==> config.mk <==
export PLATFORM = sky130hd
export DESIGN_NAME = dups_pin_select
export DESIGN_NICKNAME = d
export VERILOG_FILES = /design/src/core/dups_pkg.sv /design/src/core/dups_pin_select.sv /design/src/core/dups_sync.sv /design/src/core/dups_chan.sv
export SDC_FILE = /design/constraint.sdc
export NUM_CORES = 1
export LEC_CHECK = 0
export BUFFER_PORTS_ARGS = -buffer_cell sky130_fd_sc_hd__buf_2
export CELL_PAD_IN_SITES_DETAIL_PLACEMENT = 0
export CELL_PAD_IN_SITES_GLOBAL_PLACEMENT = 1
export CORE_ASPECT_RATIO = 0.75
export CORE_MARGIN = 5
export CORE_UTILIZATION = 45
export CTS_CLUSTER_DIAMETER = 200
export DETAILED_ROUTE_END_ITERATION = 10
export PLACE_DENSITY_LB_ADDON = 0.1
export REMOVE_ABC_BUFFERS = 1
export SLEW_MARGIN = 25
export SYNTH_ARGS = -nofsm -noshare
export SYNTH_HDL_FRONTEND = slang
export SYNTH_HIERARCHICAL = 1
export SYNTH_SLANG_ARGS = --single-unit
==> constraint.sdc <==
create_clock -name pclk -period 5.5 [get_ports pclk]
set_clock_uncertainty 0.1 [all_clocks]
set_input_delay 0.55 -clock pclk [delete_from_list [all_inputs] [get_ports pclk]]
set_output_delay 0.55 -clock pclk [all_outputs]
set_load 0.01 [all_outputs]
==> src/core/dups_pkg.sv <==
// Package for the dual serial channel pin function select block.
// Assumes a single pclk domain and an APB master with 32-bit data.
package dups_pkg;
	localparam int NCH = 2;
	// Register byte offsets (channel B adds OFF_CHB)
	localparam logic [7:0] OFF_MCR = 8'h00;
	localparam logic [7:0] OFF_EFR = 8'h04;
	localparam logic [7:0] OFF_IER = 8'h08;
	localparam logic [7:0] OFF_CFG = 8'h0C;
	localparam logic [7:0] OFF_STAT = 8'h10;
	localparam logic [7:0] OFF_CHB = 8'h20;
	localparam logic [7:0] OFF_GLB = 8'h40;
	localparam logic [7:0] REG_RST = 8'h00;
	// Field positions
	localparam int MCR_DTR = 0;
	localparam int MCR_RTS = 1;
	localparam int MCR_OP2 = 3;
	localparam int MCR_IR = 6;
	localparam int EFR_ARTS = 6;
	localparam int EFR_ACTS = 7;
	localparam int IER_ARTS = 6;
	localparam int IER_ACTS = 7;
	localparam int CFG_RXINV = 0;
	localparam int CFG_HDX = 1;
	// Timing
	localparam int CLK_NS = 10;
	localparam int RST_MIN_NS = 40;
	localparam int RST_CYC = (RST_MIN_NS + CLK_NS - 1) / CLK_NS;
	localparam logic [2:0] RST_CYC_W = 3'(RST_CYC);
	// Signals from the channel's serial core (same clock)
	typedef struct packed {
		logic tx_bit;
		logic tx_busy;
		logic ir_tx;
		logic tx_rdy;
		logic rx_rdy;
		logic irq;
		logic rts_hold;
		logic hdx_drive;
	} dups_core_t;
	// Modem and serial pins in, already synchronised
	typedef struct packed {
		logic serial_in;
		logic cts_n;
		logic dsr_n;
		logic cd_n;
		logic ri_n;
	} dups_pin_in_t;
	typedef struct packed {
		logic serial_out;
		logic request_send_n;
		logic terminal_ready_n;
		logic output_two_n;
		logic irq_o;
		logic irq_oe;
		logic txrdy_n;
		logic rxrdy_n;
	} dups_pin_out_t;
	typedef struct packed {
		logic rx_uart;
		logic rx_ir;
		logic tx_allow;
	} dups_to_core_t;
	localparam logic [7:0] PIN_OUT_RST = 8'hF3;
	localparam logic [2:0] TO_CORE_RST = 3'h4;
	localparam logic [4:0] PIN_IN_RST = 5'h1F;
endpackage : dups_pkg

==> src/core/dups_pin_select.sv <==
// Top of the dual channel pin function select with APB registers.
// Assumes a zero-wait APB master on pclk and a serial core per channel.
// Notes on behaviour
// RULE1 - Infrared bit clear: channel pins use the plain serial line.
// RULE2 - Plain mode: transmit pin high in reset and when idle.
// RULE3 - Infrared bit set: pins go to infrared encoder and decoder.
// RULE4 - Infrared mode: transmit pin low when idle, pulses only high.
// RULE5 - Receive idles high plainly; infrared input may be inverted by software.
// RULE6 - Output-two bit set: interrupt line active, output-two low; else tri-state, high.
// RULE7 - System must not use output-two as general output while interrupt used.
// RULE8 - Bus select high: shared pin is interrupt; low: channel A transmit ready.
// RULE9 - Bus select picks host bus style; defaults high.
// RULE10 - Each channel has active-low transmit ready output for DMA.
// RULE11 - Each channel has active-low receive ready output for DMA.
// RULE12 - Request-to-send is a general output and gated by auto flow control.
// RULE13 - Clear-to-send readable as input; gates transmit under auto flow control.
// RULE14 - Half-duplex control drives request-to-send as line direction.
// RULE15 - Terminal-ready, set-ready, carrier, ring pins usable as general bits.
// RULE16 - Reset pin polarity follows bus select; holds transmit high, ignores receive.
// RULE17 - Each channel's settings affect only that channel's pins.
//
// The implementer's own choices: the APB interface to the registers and the register offsets.
`timescale 1ns/1ns
`default_nettype none
module dups_pin_select
	import dups_pkg::*;
(
	// Clock, reset, enable
	input wire logic pclk,
	input wire logic presetn,
	input wire logic ce,
	// APB slave
	input wire logic psel,
	input wire logic penable,
	input wire logic pwrite,
	input wire logic [31:0] paddr,
	input wire logic [31:0] pwdata,
	output logic [31:0] prdata,
	output logic pready,
	output logic pslverr,
	// Serial cores
	input wire dups_core_t [NCH-1:0] core_i,
	output dups_to_core_t [NCH-1:0] to_core,
	// Channel pins
	input wire dups_pin_in_t [NCH-1:0] pin_i,
	output dups_pin_out_t [NCH-1:0] pin_o,
	// Shared pin of channel A and channel B interrupt line
	output logic irq_line_a,
	output logic irq_line_a_oe,
	output logic irq_line_b,
	output logic irq_line_b_oe,
	// Bus style and reset pins
	input wire logic bus_sel_pin,
	input wire logic reset_pin,
	output logic host_style_first,
	output logic chip_rst
);
	logic [NCH-1:0][7:0] mcr_r;
	logic [NCH-1:0][7:0] efr_r;
	logic [NCH-1:0][7:0] ier_r;
	logic [NCH-1:0][7:0] cfg_r;
	dups_pin_in_t [NCH-1:0] pin_s;
	logic bus_first;
	logic rst_pin_s;
	logic [2:0] rst_cnt_r;
	logic [31:0] prdata_r;

	// All pin inputs pass two flops; bus select resets high like its pull-up
	dups_sync #(
		.WIDTH(5 * NCH + 2),
		.RST_VAL({PIN_IN_RST, PIN_IN_RST, 1'b1, 1'b0})
	) u_sync (
		.pclk(pclk),
		.presetn(presetn),
		.ce(ce),
		.d({pin_i, bus_sel_pin, reset_pin}),
		.q({pin_s, bus_first, rst_pin_s})
	); // see RULE9

	assign host_style_first = bus_first; // see RULE9
	wire rst_act = bus_first ? rst_pin_s : ~rst_pin_s; // see RULE16
	// Stretch so even a minimum pulse resets for the full time
	assign chip_rst = rst_act | (rst_cnt_r != 3'h0); // see RULE16

	always_ff @(posedge pclk or negedge presetn)
	begin
		if (!presetn)
			rst_cnt_r <= 3'h0;
		else if (ce)
			rst_cnt_r <= rst_act ? RST_CYC_W : rst_cnt_r - (rst_cnt_r != 3'h0 ? 3'h1 : 3'h0);
	end

	// Address decode
	wire [7:0] addr = paddr[7:0];
	wire hi_zero = paddr[31:8] == 24'h0;
	wire ch_sel = addr[5];
	wire [7:0] sub = {3'h0, addr[4:0]};
	wire in_chan = hi_zero && addr[7:6] == 2'b00;
	wire hit_mcr = in_chan && sub == OFF_MCR;
	wire hit_efr = in_chan && sub == OFF_EFR;
	wire hit_ier = in_chan && sub == OFF_IER;
	wire hit_cfg = in_chan && sub == OFF_CFG;
	wire hit_stat = in_chan && sub == OFF_STAT;
	wire hit_glb = hi_zero && addr == OFF_GLB;
	wire mapped = hit_mcr | hit_efr | hit_ier | hit_cfg | hit_stat | hit_glb;
	wire access = psel & penable;
	wire wr_en = access & pwrite & mapped;
	// Status register is read-only; a write to it is accepted and dropped

	assign pready = 1'b1;
	assign pslverr = access & ~mapped;
	assign prdata = prdata_r;

	// General input bits read active high
	wire dups_pin_in_t sel_pin = pin_s[ch_sel];
	wire [7:0] stat_v = {3'h0, sel_pin.serial_in, ~sel_pin.ri_n, ~sel_pin.cd_n,
		~sel_pin.dsr_n, ~sel_pin.cts_n}; // see RULE13 see RULE15
	wire [7:0] rd_v = hit_mcr ? mcr_r[ch_sel] : hit_efr ? efr_r[ch_sel]
		: hit_ier ? ier_r[ch_sel] : hit_cfg ? cfg_r[ch_sel]
		: hit_stat ? stat_v : hit_glb ? {6'h0, chip_rst, bus_first} : 8'h00;

	// Read data is captured in the setup cycle so it leaves a flop
	always_ff @(posedge pclk or negedge presetn)
	begin
		if (!presetn)
			prdata_r <= 32'h0;
		else if (ce && psel && !penable)
			prdata_r <= {24'h0, rd_v};
	end

	always_ff @(posedge pclk or negedge presetn)
	begin
		if (!presetn)
		begin
			mcr_r <= '0;
			efr_r <= '0;
			ier_r <= '0;
			cfg_r <= '0;
		end
		else if (ce)
		begin
			for (int c = 0; c < NCH; c++)
			begin
				if (chip_rst)
				begin
					mcr_r[c] <= REG_RST;
					efr_r[c] <= REG_RST;
					ier_r[c] <= REG_RST;
					cfg_r[c] <= REG_RST;
				end
				else if (wr_en && ch_sel == c[0]) // see RULE17
				begin
					if (hit_mcr)
						mcr_r[c] <= pwdata[7:0];
					if (hit_efr)
						efr_r[c] <= pwdata[7:0];
					if (hit_ier)
						ier_r[c] <= pwdata[7:0];
					if (hit_cfg)
						cfg_r[c] <= pwdata[7:0];
				end
			end
		end
	end

	genvar g;
	generate
		for (g = 0; g < NCH; g++)
		begin : g_chan
			dups_chan u_chan (
				.pclk(pclk),
				.presetn(presetn),
				.ce(ce),
				.hold(chip_rst),
				.modem_control_reg(mcr_r[g]),
				.enhanced_feature_reg(efr_r[g]),
				.interrupt_enable_reg(ier_r[g]),
				.cfg(cfg_r[g]),
				.core_i(core_i[g]),
				.pin_i(pin_s[g]),
				.pin_o(pin_o[g]),
				.to_core(to_core[g])
			); // see RULE17
		end
	endgenerate

	// Shared pin: interrupt in first bus style, transmit ready otherwise
	assign irq_line_a = bus_first ? pin_o[0].irq_o : pin_o[0].txrdy_n; // see RULE8
	assign irq_line_a_oe = bus_first ? pin_o[0].irq_oe : 1'b1; // see RULE8
	assign irq_line_b = pin_o[1].irq_o;
	assign irq_line_b_oe = pin_o[1].irq_oe; // see RULE6
endmodule : dups_pin_select
`default_nettype wire

==> src/core/dups_sync.sv <==
// Two-flop synchroniser for a bus of independent level inputs.
// Assumes each bit is a slow level; no multi-bit coherence is given.
`timescale 1ns/1ns
`default_nettype none
module dups_sync
	import dups_pkg::*;
#(
	parameter int WIDTH = 1,
	parameter logic [WIDTH-1:0] RST_VAL = '0
)(
	// Clock and reset
	input wire logic pclk,
	input wire logic presetn,
	input wire logic ce,
	// Data
	input wire logic [WIDTH-1:0] d,
	output logic [WIDTH-1:0] q
);
	logic [WIDTH-1:0] meta_r;
	always_ff @(posedge pclk or negedge presetn)
	begin
		if (!presetn)
		begin
			meta_r <= RST_VAL;
			q <= RST_VAL;
		end
		else if (ce)
		begin
			meta_r <= d;
			q <= meta_r;
		end
	end
endmodule : dups_sync
`default_nettype wire

==> src/core/dups_chan.sv <==
// One channel's pin function select: line or infrared, modem pins.
// Assumes synchronised pin inputs and core signals on pclk.
`timescale 1ns/1ns
`default_nettype none
module dups_chan
	import dups_pkg::*;
(
	// Clock and reset
	input wire logic pclk,
	input wire logic presetn,
	input wire logic ce,
	input wire logic hold,
	// Channel registers
	input wire logic [7:0] modem_control_reg,
	input wire logic [7:0] enhanced_feature_reg,
	input wire logic [7:0] interrupt_enable_reg,
	input wire logic [7:0] cfg,
	// Core and pins
	input wire dups_core_t core_i,
	input wire dups_pin_in_t pin_i,
	output dups_pin_out_t pin_o,
	output dups_to_core_t to_core
);
	wire ir = modem_control_reg[MCR_IR];
	wire auto_rts = enhanced_feature_reg[EFR_ARTS] & interrupt_enable_reg[IER_ARTS];
	wire auto_cts = enhanced_feature_reg[EFR_ACTS] & interrupt_enable_reg[IER_ACTS];
	wire rts_req = modem_control_reg[MCR_RTS];
	// Infrared idles low, plain line idles high; reset forces high
	wire tx_nxt = hold | (ir ? (core_i.tx_busy & core_i.ir_tx)
		: (~core_i.tx_busy | core_i.tx_bit)); // see RULE1 see RULE2 see RULE3 see RULE4
	// Direction control wins over flow control on the shared pin
	wire rts_n_nxt = cfg[CFG_HDX] ? ~core_i.hdx_drive
		: ~(rts_req & ~(auto_rts & core_i.rts_hold)); // see RULE12 see RULE14
	dups_pin_out_t po_nxt;
	dups_to_core_t tc_nxt;
	assign po_nxt.serial_out = tx_nxt;
	assign po_nxt.request_send_n = hold | rts_n_nxt;
	assign po_nxt.terminal_ready_n = hold | ~modem_control_reg[MCR_DTR]; // see RULE15
	assign po_nxt.output_two_n = hold | ~modem_control_reg[MCR_OP2]; // see RULE6
	assign po_nxt.irq_o = core_i.irq;
	assign po_nxt.irq_oe = ~hold & modem_control_reg[MCR_OP2]; // see RULE6
	assign po_nxt.txrdy_n = hold | ~core_i.tx_rdy; // see RULE10
	assign po_nxt.rxrdy_n = hold | ~core_i.rx_rdy; // see RULE11
	// Receive input is ignored in reset: decoders see their idle level
	assign tc_nxt.rx_uart = hold | ir | pin_i.serial_in; // see RULE5
	assign tc_nxt.rx_ir = ~hold & ir & (pin_i.serial_in ^ cfg[CFG_RXINV]); // see RULE5
	assign tc_nxt.tx_allow = ~hold & (~auto_cts | ~pin_i.cts_n); // see RULE13
	always_ff @(posedge pclk or negedge presetn)
	begin
		if (!presetn)
		begin
			pin_o <= dups_pin_out_t'(PIN_OUT_RST);
			to_core <= dups_to_core_t'(TO_CORE_RST);
		end
		else if (ce)
		begin
			pin_o <= po_nxt;
			to_core <= tc_nxt;
		end
	end
endmodule : dups_chan
`default_nettype wire

---- Word-level counts from Yosys, hierarchy flattened ----
Cells that the tools add are included.
operators by class
  add/sub/neg operators ................... 1
  magnitude comparators ................... 1
  eq/ne operators ......................... 5
  multiplexer cells ....................... 45
  bitwise logic cells ..................... 78
  reduce and logical (&&, ||, !) cells .... 30
operators with widths
  kind                  number
  $mux W8               32
  $not A1 Y1            28
  $or A1 B1 Y1          26
  $logic_not A24 Y1     1
  $reduce_and A3 Y1     8
  $and A1 B1 Y1         22
  $mux W5               3
  $reduce_bool A2 Y1    6
  $logic_and A1 B1 Y1   11
  $eq A5 B4 Y1 const B  2
  $eq A8 B7 Y1 const B  1
  $logic_not A8 Y1      1
  $mux W1               8
  $eq A5 B3 Y1 const B  1
  $eq A5 B5 Y1 const B  1
  $mux W3               1
  $reduce_bool A3 Y1    1
  $sub A3 B1 Y3         1
  $logic_not A2 Y1      1
  $lt A1 B2 Y1 const B  1
  $mux W2               1
  $xor A1 B1 Y1         2
  $logic_not A1 Y1      1
storage, ports and cells
  bits in registers ....................... 121
  input bits .............................. 98
  output and inout bits ................... 62
  logic and storage cells ................. 194

---- Logic depth before layout (Yosys ltp) ----
  depth after elaboration ................. 12
  mapped depth ............................ 7
  depth with buffers taken out ............ 6

---- By module ----
The synthesis kept the hierarchy.
modules (own cells, without submodules)
  module           times used  cells each  area each (sq um)  seq. area each (sq um)
  dups_pin_select  1           405         4284.1             1876.8
  dups_sync        1           51          1024.7             628.1
  dups_chan        2           43          498.0              284.0

---- Least setup slack after synthesis ----
OpenSTA, ideal clock, no wires.
  kind .................................... input to output
  start ................................... input port paddr[22]
  end ..................................... output port pslverr
  data arrival time ....................... 1605 ps
  data required time ...................... 4850 ps
  path slack .............................. 3245 ps
  cell stages on the path ................. 4
  buffers on the path ..................... 0
  cell sequence ........................... nor4_1 nand4_1 nor4b_4 a21oi_1
on the way
  longest elaborated chain between the ends .. 10
  elaborated cells on any way between the ends .. 15
  classes of those cells .................. bitwise: 7; reduce/logical: 8
RTL lines
  what                                    RTL line                                       source
  from (decl)                             dups_pin_select.sv:36                          input wire logic [31:0] paddr,
  $logic_not A24 Y1 *                     dups_pin_select.sv:95                          wire hi_zero = paddr[31:8] == 24'h0;
  $logic_and A1 B1 Y1                     dups_pin_select.sv:98                          wire in_chan = hi_zero && addr[7:6] == 2'b00;
  $logic_and A1 B1 Y1 (on tied branches)  dups_pin_select.sv:99, dups_pin_select.sv:100
  $or A1 B1 Y1 (4 in a row)               dups_pin_select.sv:105                         wire mapped = hit_mcr | hit_efr | hit_ier | hit_cfg | hit_stat | hit_glb;
  $or A1 B1 Y1 *                          dups_pin_select.sv:105
  $not A1 Y1 *                            dups_pin_select.sv:111                         assign pslverr = access & ~mapped;
  $and A1 B1 Y1 *                         dups_pin_select.sv:111
  to (decl)                               dups_pin_select.sv:40                          output logic pslverr,
Mark *: on every way between the ends. The rest lies on a longest branch, timed or not.

---- Worst setup path after layout ----
  start ................................... register u_sync.q[1]
  end ..................................... output port chip_rst
on the way
  longest elaborated chain between the ends .. 2
RTL lines
  what                    RTL line               source
  from (decl)             dups_sync.sv:17        output logic [WIDTH-1:0] q
  from (signal assigned)  dups_sync.sv:30        q <= meta_r;
  $mux W1                 dups_pin_select.sv:81  wire rst_act = bus_first ? rst_pin_s : ~rst_pin_s;
  $or A1 B1 Y1            dups_pin_select.sv:83  assign chip_rst = rst_act | (rst_cnt_r != 3'h0);
  to (decl)               dups_pin_select.sv:56  output logic chip_rst
Every way passes these cells.

==> reports/results.md <==
| Result | Reported | Unit |
|:---|:---|:---|
| Result of the run | finished clean | - |
| Std cell rows | 37 | - |
| Maximum number of pins on one net before global-route repair | 75 | - |
| Post-route setup TNS | 0 | ps |
| Root buffer selected by CTS | clkbuf_16 | - |
| Initial core utilization | 45.9 | % |
| TritonCTS clock tree | yes | - |
| Quantity of hold-fixing buffers added after cts | 0 | - |
| Buffer depth of the longest clock path | 2 | - |
| Layout overhead on the synthesized area | 16.0 | % |
| Number of enable-type register cells in the synthesized netlist | 0 | - |
| Total global routing track utilization | 20.0 | % |
| Unique cell type count in the Yosys netlist | 54 | - |
| Width of the die | 147 | µm |
| Count of buffers added by post-CTS timing repair for setup | 0 | - |
| Synth Register Bits | 121 | - |
| Wire length per cell | 19.4 | µm |
| Boundary Pins | 160 | - |
| Placer's final routability congestion estimate | 0.779 | - |
| Final HPWL DP | 10.9 | mm |
| Synth Area per Inst | 11.6 | µm² |
| Number of violations reported at the end of detailed-routing iteration 0 | 256 | - |
| Power per Cell Area | 325 | nW/µm² |
| Clock latency reported for the late side of the worst-skew pair | 410 | ps |
| Count of H-tree levels built during CTS | 4 | - |
| Max-slew violations | 0 | - |
| Cell count after synthesis | 542 | - |
| Maximum vdd drop | 203 | µV |
| Crit path kind | register to output port | - |
| Post-synthesis cell area | 6300 | µm² |
| Net count, final | 741 | - |
| DRT antenna net count | 0 | - |
| Largest cells by area after synthesis | dfrtp_1, dfstp_2, mux2i_1, mux2_4, nand2_1 | - |
| Library cell occupying the most area in the post-synthesis netlist | dfrtp_1 | - |
| Port bufs | 110 | - |
| Via-to-Cell Ratio | 5.34 | - |
| Headroom to the max-slew limit | 49.8 | % |
| Number of remaining DRC errors | 0 | - |
| Worst Path Required | 4850 | ps |
| Number of vias in the routed layout | 4,425 | - |
| Unrepaired setup endpoints after global routing | false | - |
| Category of the worst setup path launch point | register | - |
| Final min period | 3130 | ps |
| Clock transition at the registers of the reported paths | 50 | ps |
| Hold Path Class | input pin to asynchronous set/reset pin | - |
| Storage cell area | 3070 | µm² |
| Placement Setup Slack | 2310 | ps |
| Final setup vio count | 0 | - |
| Via count of the first global-routing pass | 4,585 | - |
| Number of buffers created by CTS | 17 | - |
| Fillers | 1,230 | - |
| Number of hold violations in the final report | 0 | - |
| Total congestion overflow | 0 | - |
| Clock net sink count | 121 | - |
| Portion of the post-synthesis area used by sequential elements | 48.7 | % |
| Worst path arrival time | 2480 | ps |
| Core box area | 13,700 | µm² |
| Leakage component of the power | 0.00339 | µW |
| Post-detailed-routing wire length | 16.1 | mm |
| Vertical die dimension | 113 | µm |
| Async set or reset register ratio after synthesis | 100 | % |
| Max FO, Critical Path | 10 | - |
| DRT Pass-1 Iters | 4 | - |
| Antenna cells | 0 | - |
| Fraction of final layout cells with drive strength greater than 1 | 37.2 | % |
| Transition time of the tightest slew-check pin | 753 | ps |
| Synthesis Warnings | 6 | - |
| Part of the cycle the worst path needs | 57.0 | % |
| Max-cap violations | 0 | - |
| Final worst setup slack | 2370 | ps |
| Die outline area | 16,500 | µm² |
| First-pass GRT wire length | 25.7 | mm |
| Multi-input gate area in the final layout | 2840 | µm² |
| Worst hold margin | 46.2 | ps |
| Crit. End Element | output port | - |
| Post_cts resized | 0 | - |
| Most frequently used flop master after synthesis | dfrtp_1 | - |
| Area share of the largest cell type after synthesis | 33.7 | % |
| Initial antenna violation count | 0 | - |
| Fmax | 0.319 | GHz |
[synth_stat cells (all sizes together), types with 3 or more instances]
cell type   n
nor4        7
and3       11
o21a        3
a21oi      14
nor3        9
dfstp      36
or3         3
nor2       24
nor4b       4
o21ai      10
buf        54
a221oi      3
mux2       39
nor2b       5
mux4       11
nand2      88
dfrtp      85
o2bb2ai     3
inv        12
mux2i      71
a31oi      12
nand3      10
[per-layer routing]
metal / GRT usage (%) / part of all wire, % / up-vias
li1: - / - / 2062
met1: 28.6 / 49 / 2232
met2: 30.8 / 45 / 118
met3: 4.76 / 5.1 / 13
met4: 5.26 / 0.93 / 0
met5: 0 / 0 / -
[state kept, by name, indices dropped and copies added (netlist names)]
register               count
mcr_r                     16
rst_cnt_r                  3
u_sync/q                  12
efr_r                     16
u_sync/meta_r             12
cfg_r                     16
g_chan.u_chan/pin_o       16
prdata                     8
ier_r                     16
g_chan.u_chan/to_core      6
[cell families (layout without fill, tap and decap cells)]
| family | count (synthesis) | count (layout) | share of synthesized area, % |
|---|---|---|---|
| simple gates | 170 | 170 | 13.6 |
| mux | 121 | 121 | 23.5 |
| flops | 121 | 121 | 48.7 |
| buf+inv | 68 | 157 | 7.68 |
| compound gates | 55 | 55 | 5.60 |
| xor+xnor | 3 | 3 | 0.417 |
| fa+ha+maj | 2 | 2 | 0.397 |
| other cells | 2 | 25 | 0.119 |
[cell usage in the layout (no fill, tap or decap), drive strengths merged, types with 12 or more instances in the layout]
master  count
a31oi      12
mux2i      71
nor2       24
dfstp      36
dfrtp      85
clkbuf     23
nand2      88
a21oi      14
buf       113
conb       25
inv        12
mux2       39
[area by class of cell]
cell class	count	area share [%]
multi-input combinational	376	38.8
tap	175	2.99
sequential	121	42.0
timing repair buffer	113	7.92
clock inverter	9	1.37
clock buffer	23	6.26
inverter	12	0.616
[where the power goes]
group / internal, µW / switching, µW / leakage, µW
Clock: 674 / 390 / 0.000271
Sequential: 959 / 31.1 / 0.00155
Combinational: 124 / 199 / 0.00158
[critical path, cell delays in order, from the launching register on]
cell and delay (ps):
dfstp_2 620, xnor2_1 180, nor2_2 570, inv_1 430, buf_2 260
[per-stage QoR]
stage,util [%],total power (µW),area (µm²),std cells
final,53.2,2380,7310,829
after global routing,53.2,2490,7310,829
after CTS,53.2,2400,7310,829
after detailed placement,49.1,1330,6750,797
after global placement,49.1,1310,6750,797
after floorplan,-,1180,5950,509
[worst paths after layout]
path,cells past startpoint,slack (ps),start,end
max,4,2370,u_sync/q[1]$_DFFE_PN1P_,chip_rst
min,1,50,presetn,rst_cnt_r[1]$_DFFE_PN0P_
max reg2reg,6,2520,u_sync/q[1]$_DFFE_PN1P_,ier_r[5]$_DFFE_PN0P_
min reg2reg,1,350,mcr_r[0]$_DFFE_PN0P_,g_chan[0].u_chan/pin_o[5]$_DFFE_PN1P_
max in group asynchronous,2,4160,presetn,prdata[3]$_DFFE_PN0P_
min in group pclk,2,190,core_i[11],g_chan[1].u_chan/pin_o[0]$_DFFE_PN1P_
No activity file was read; power rests on OpenSTA's default activity.
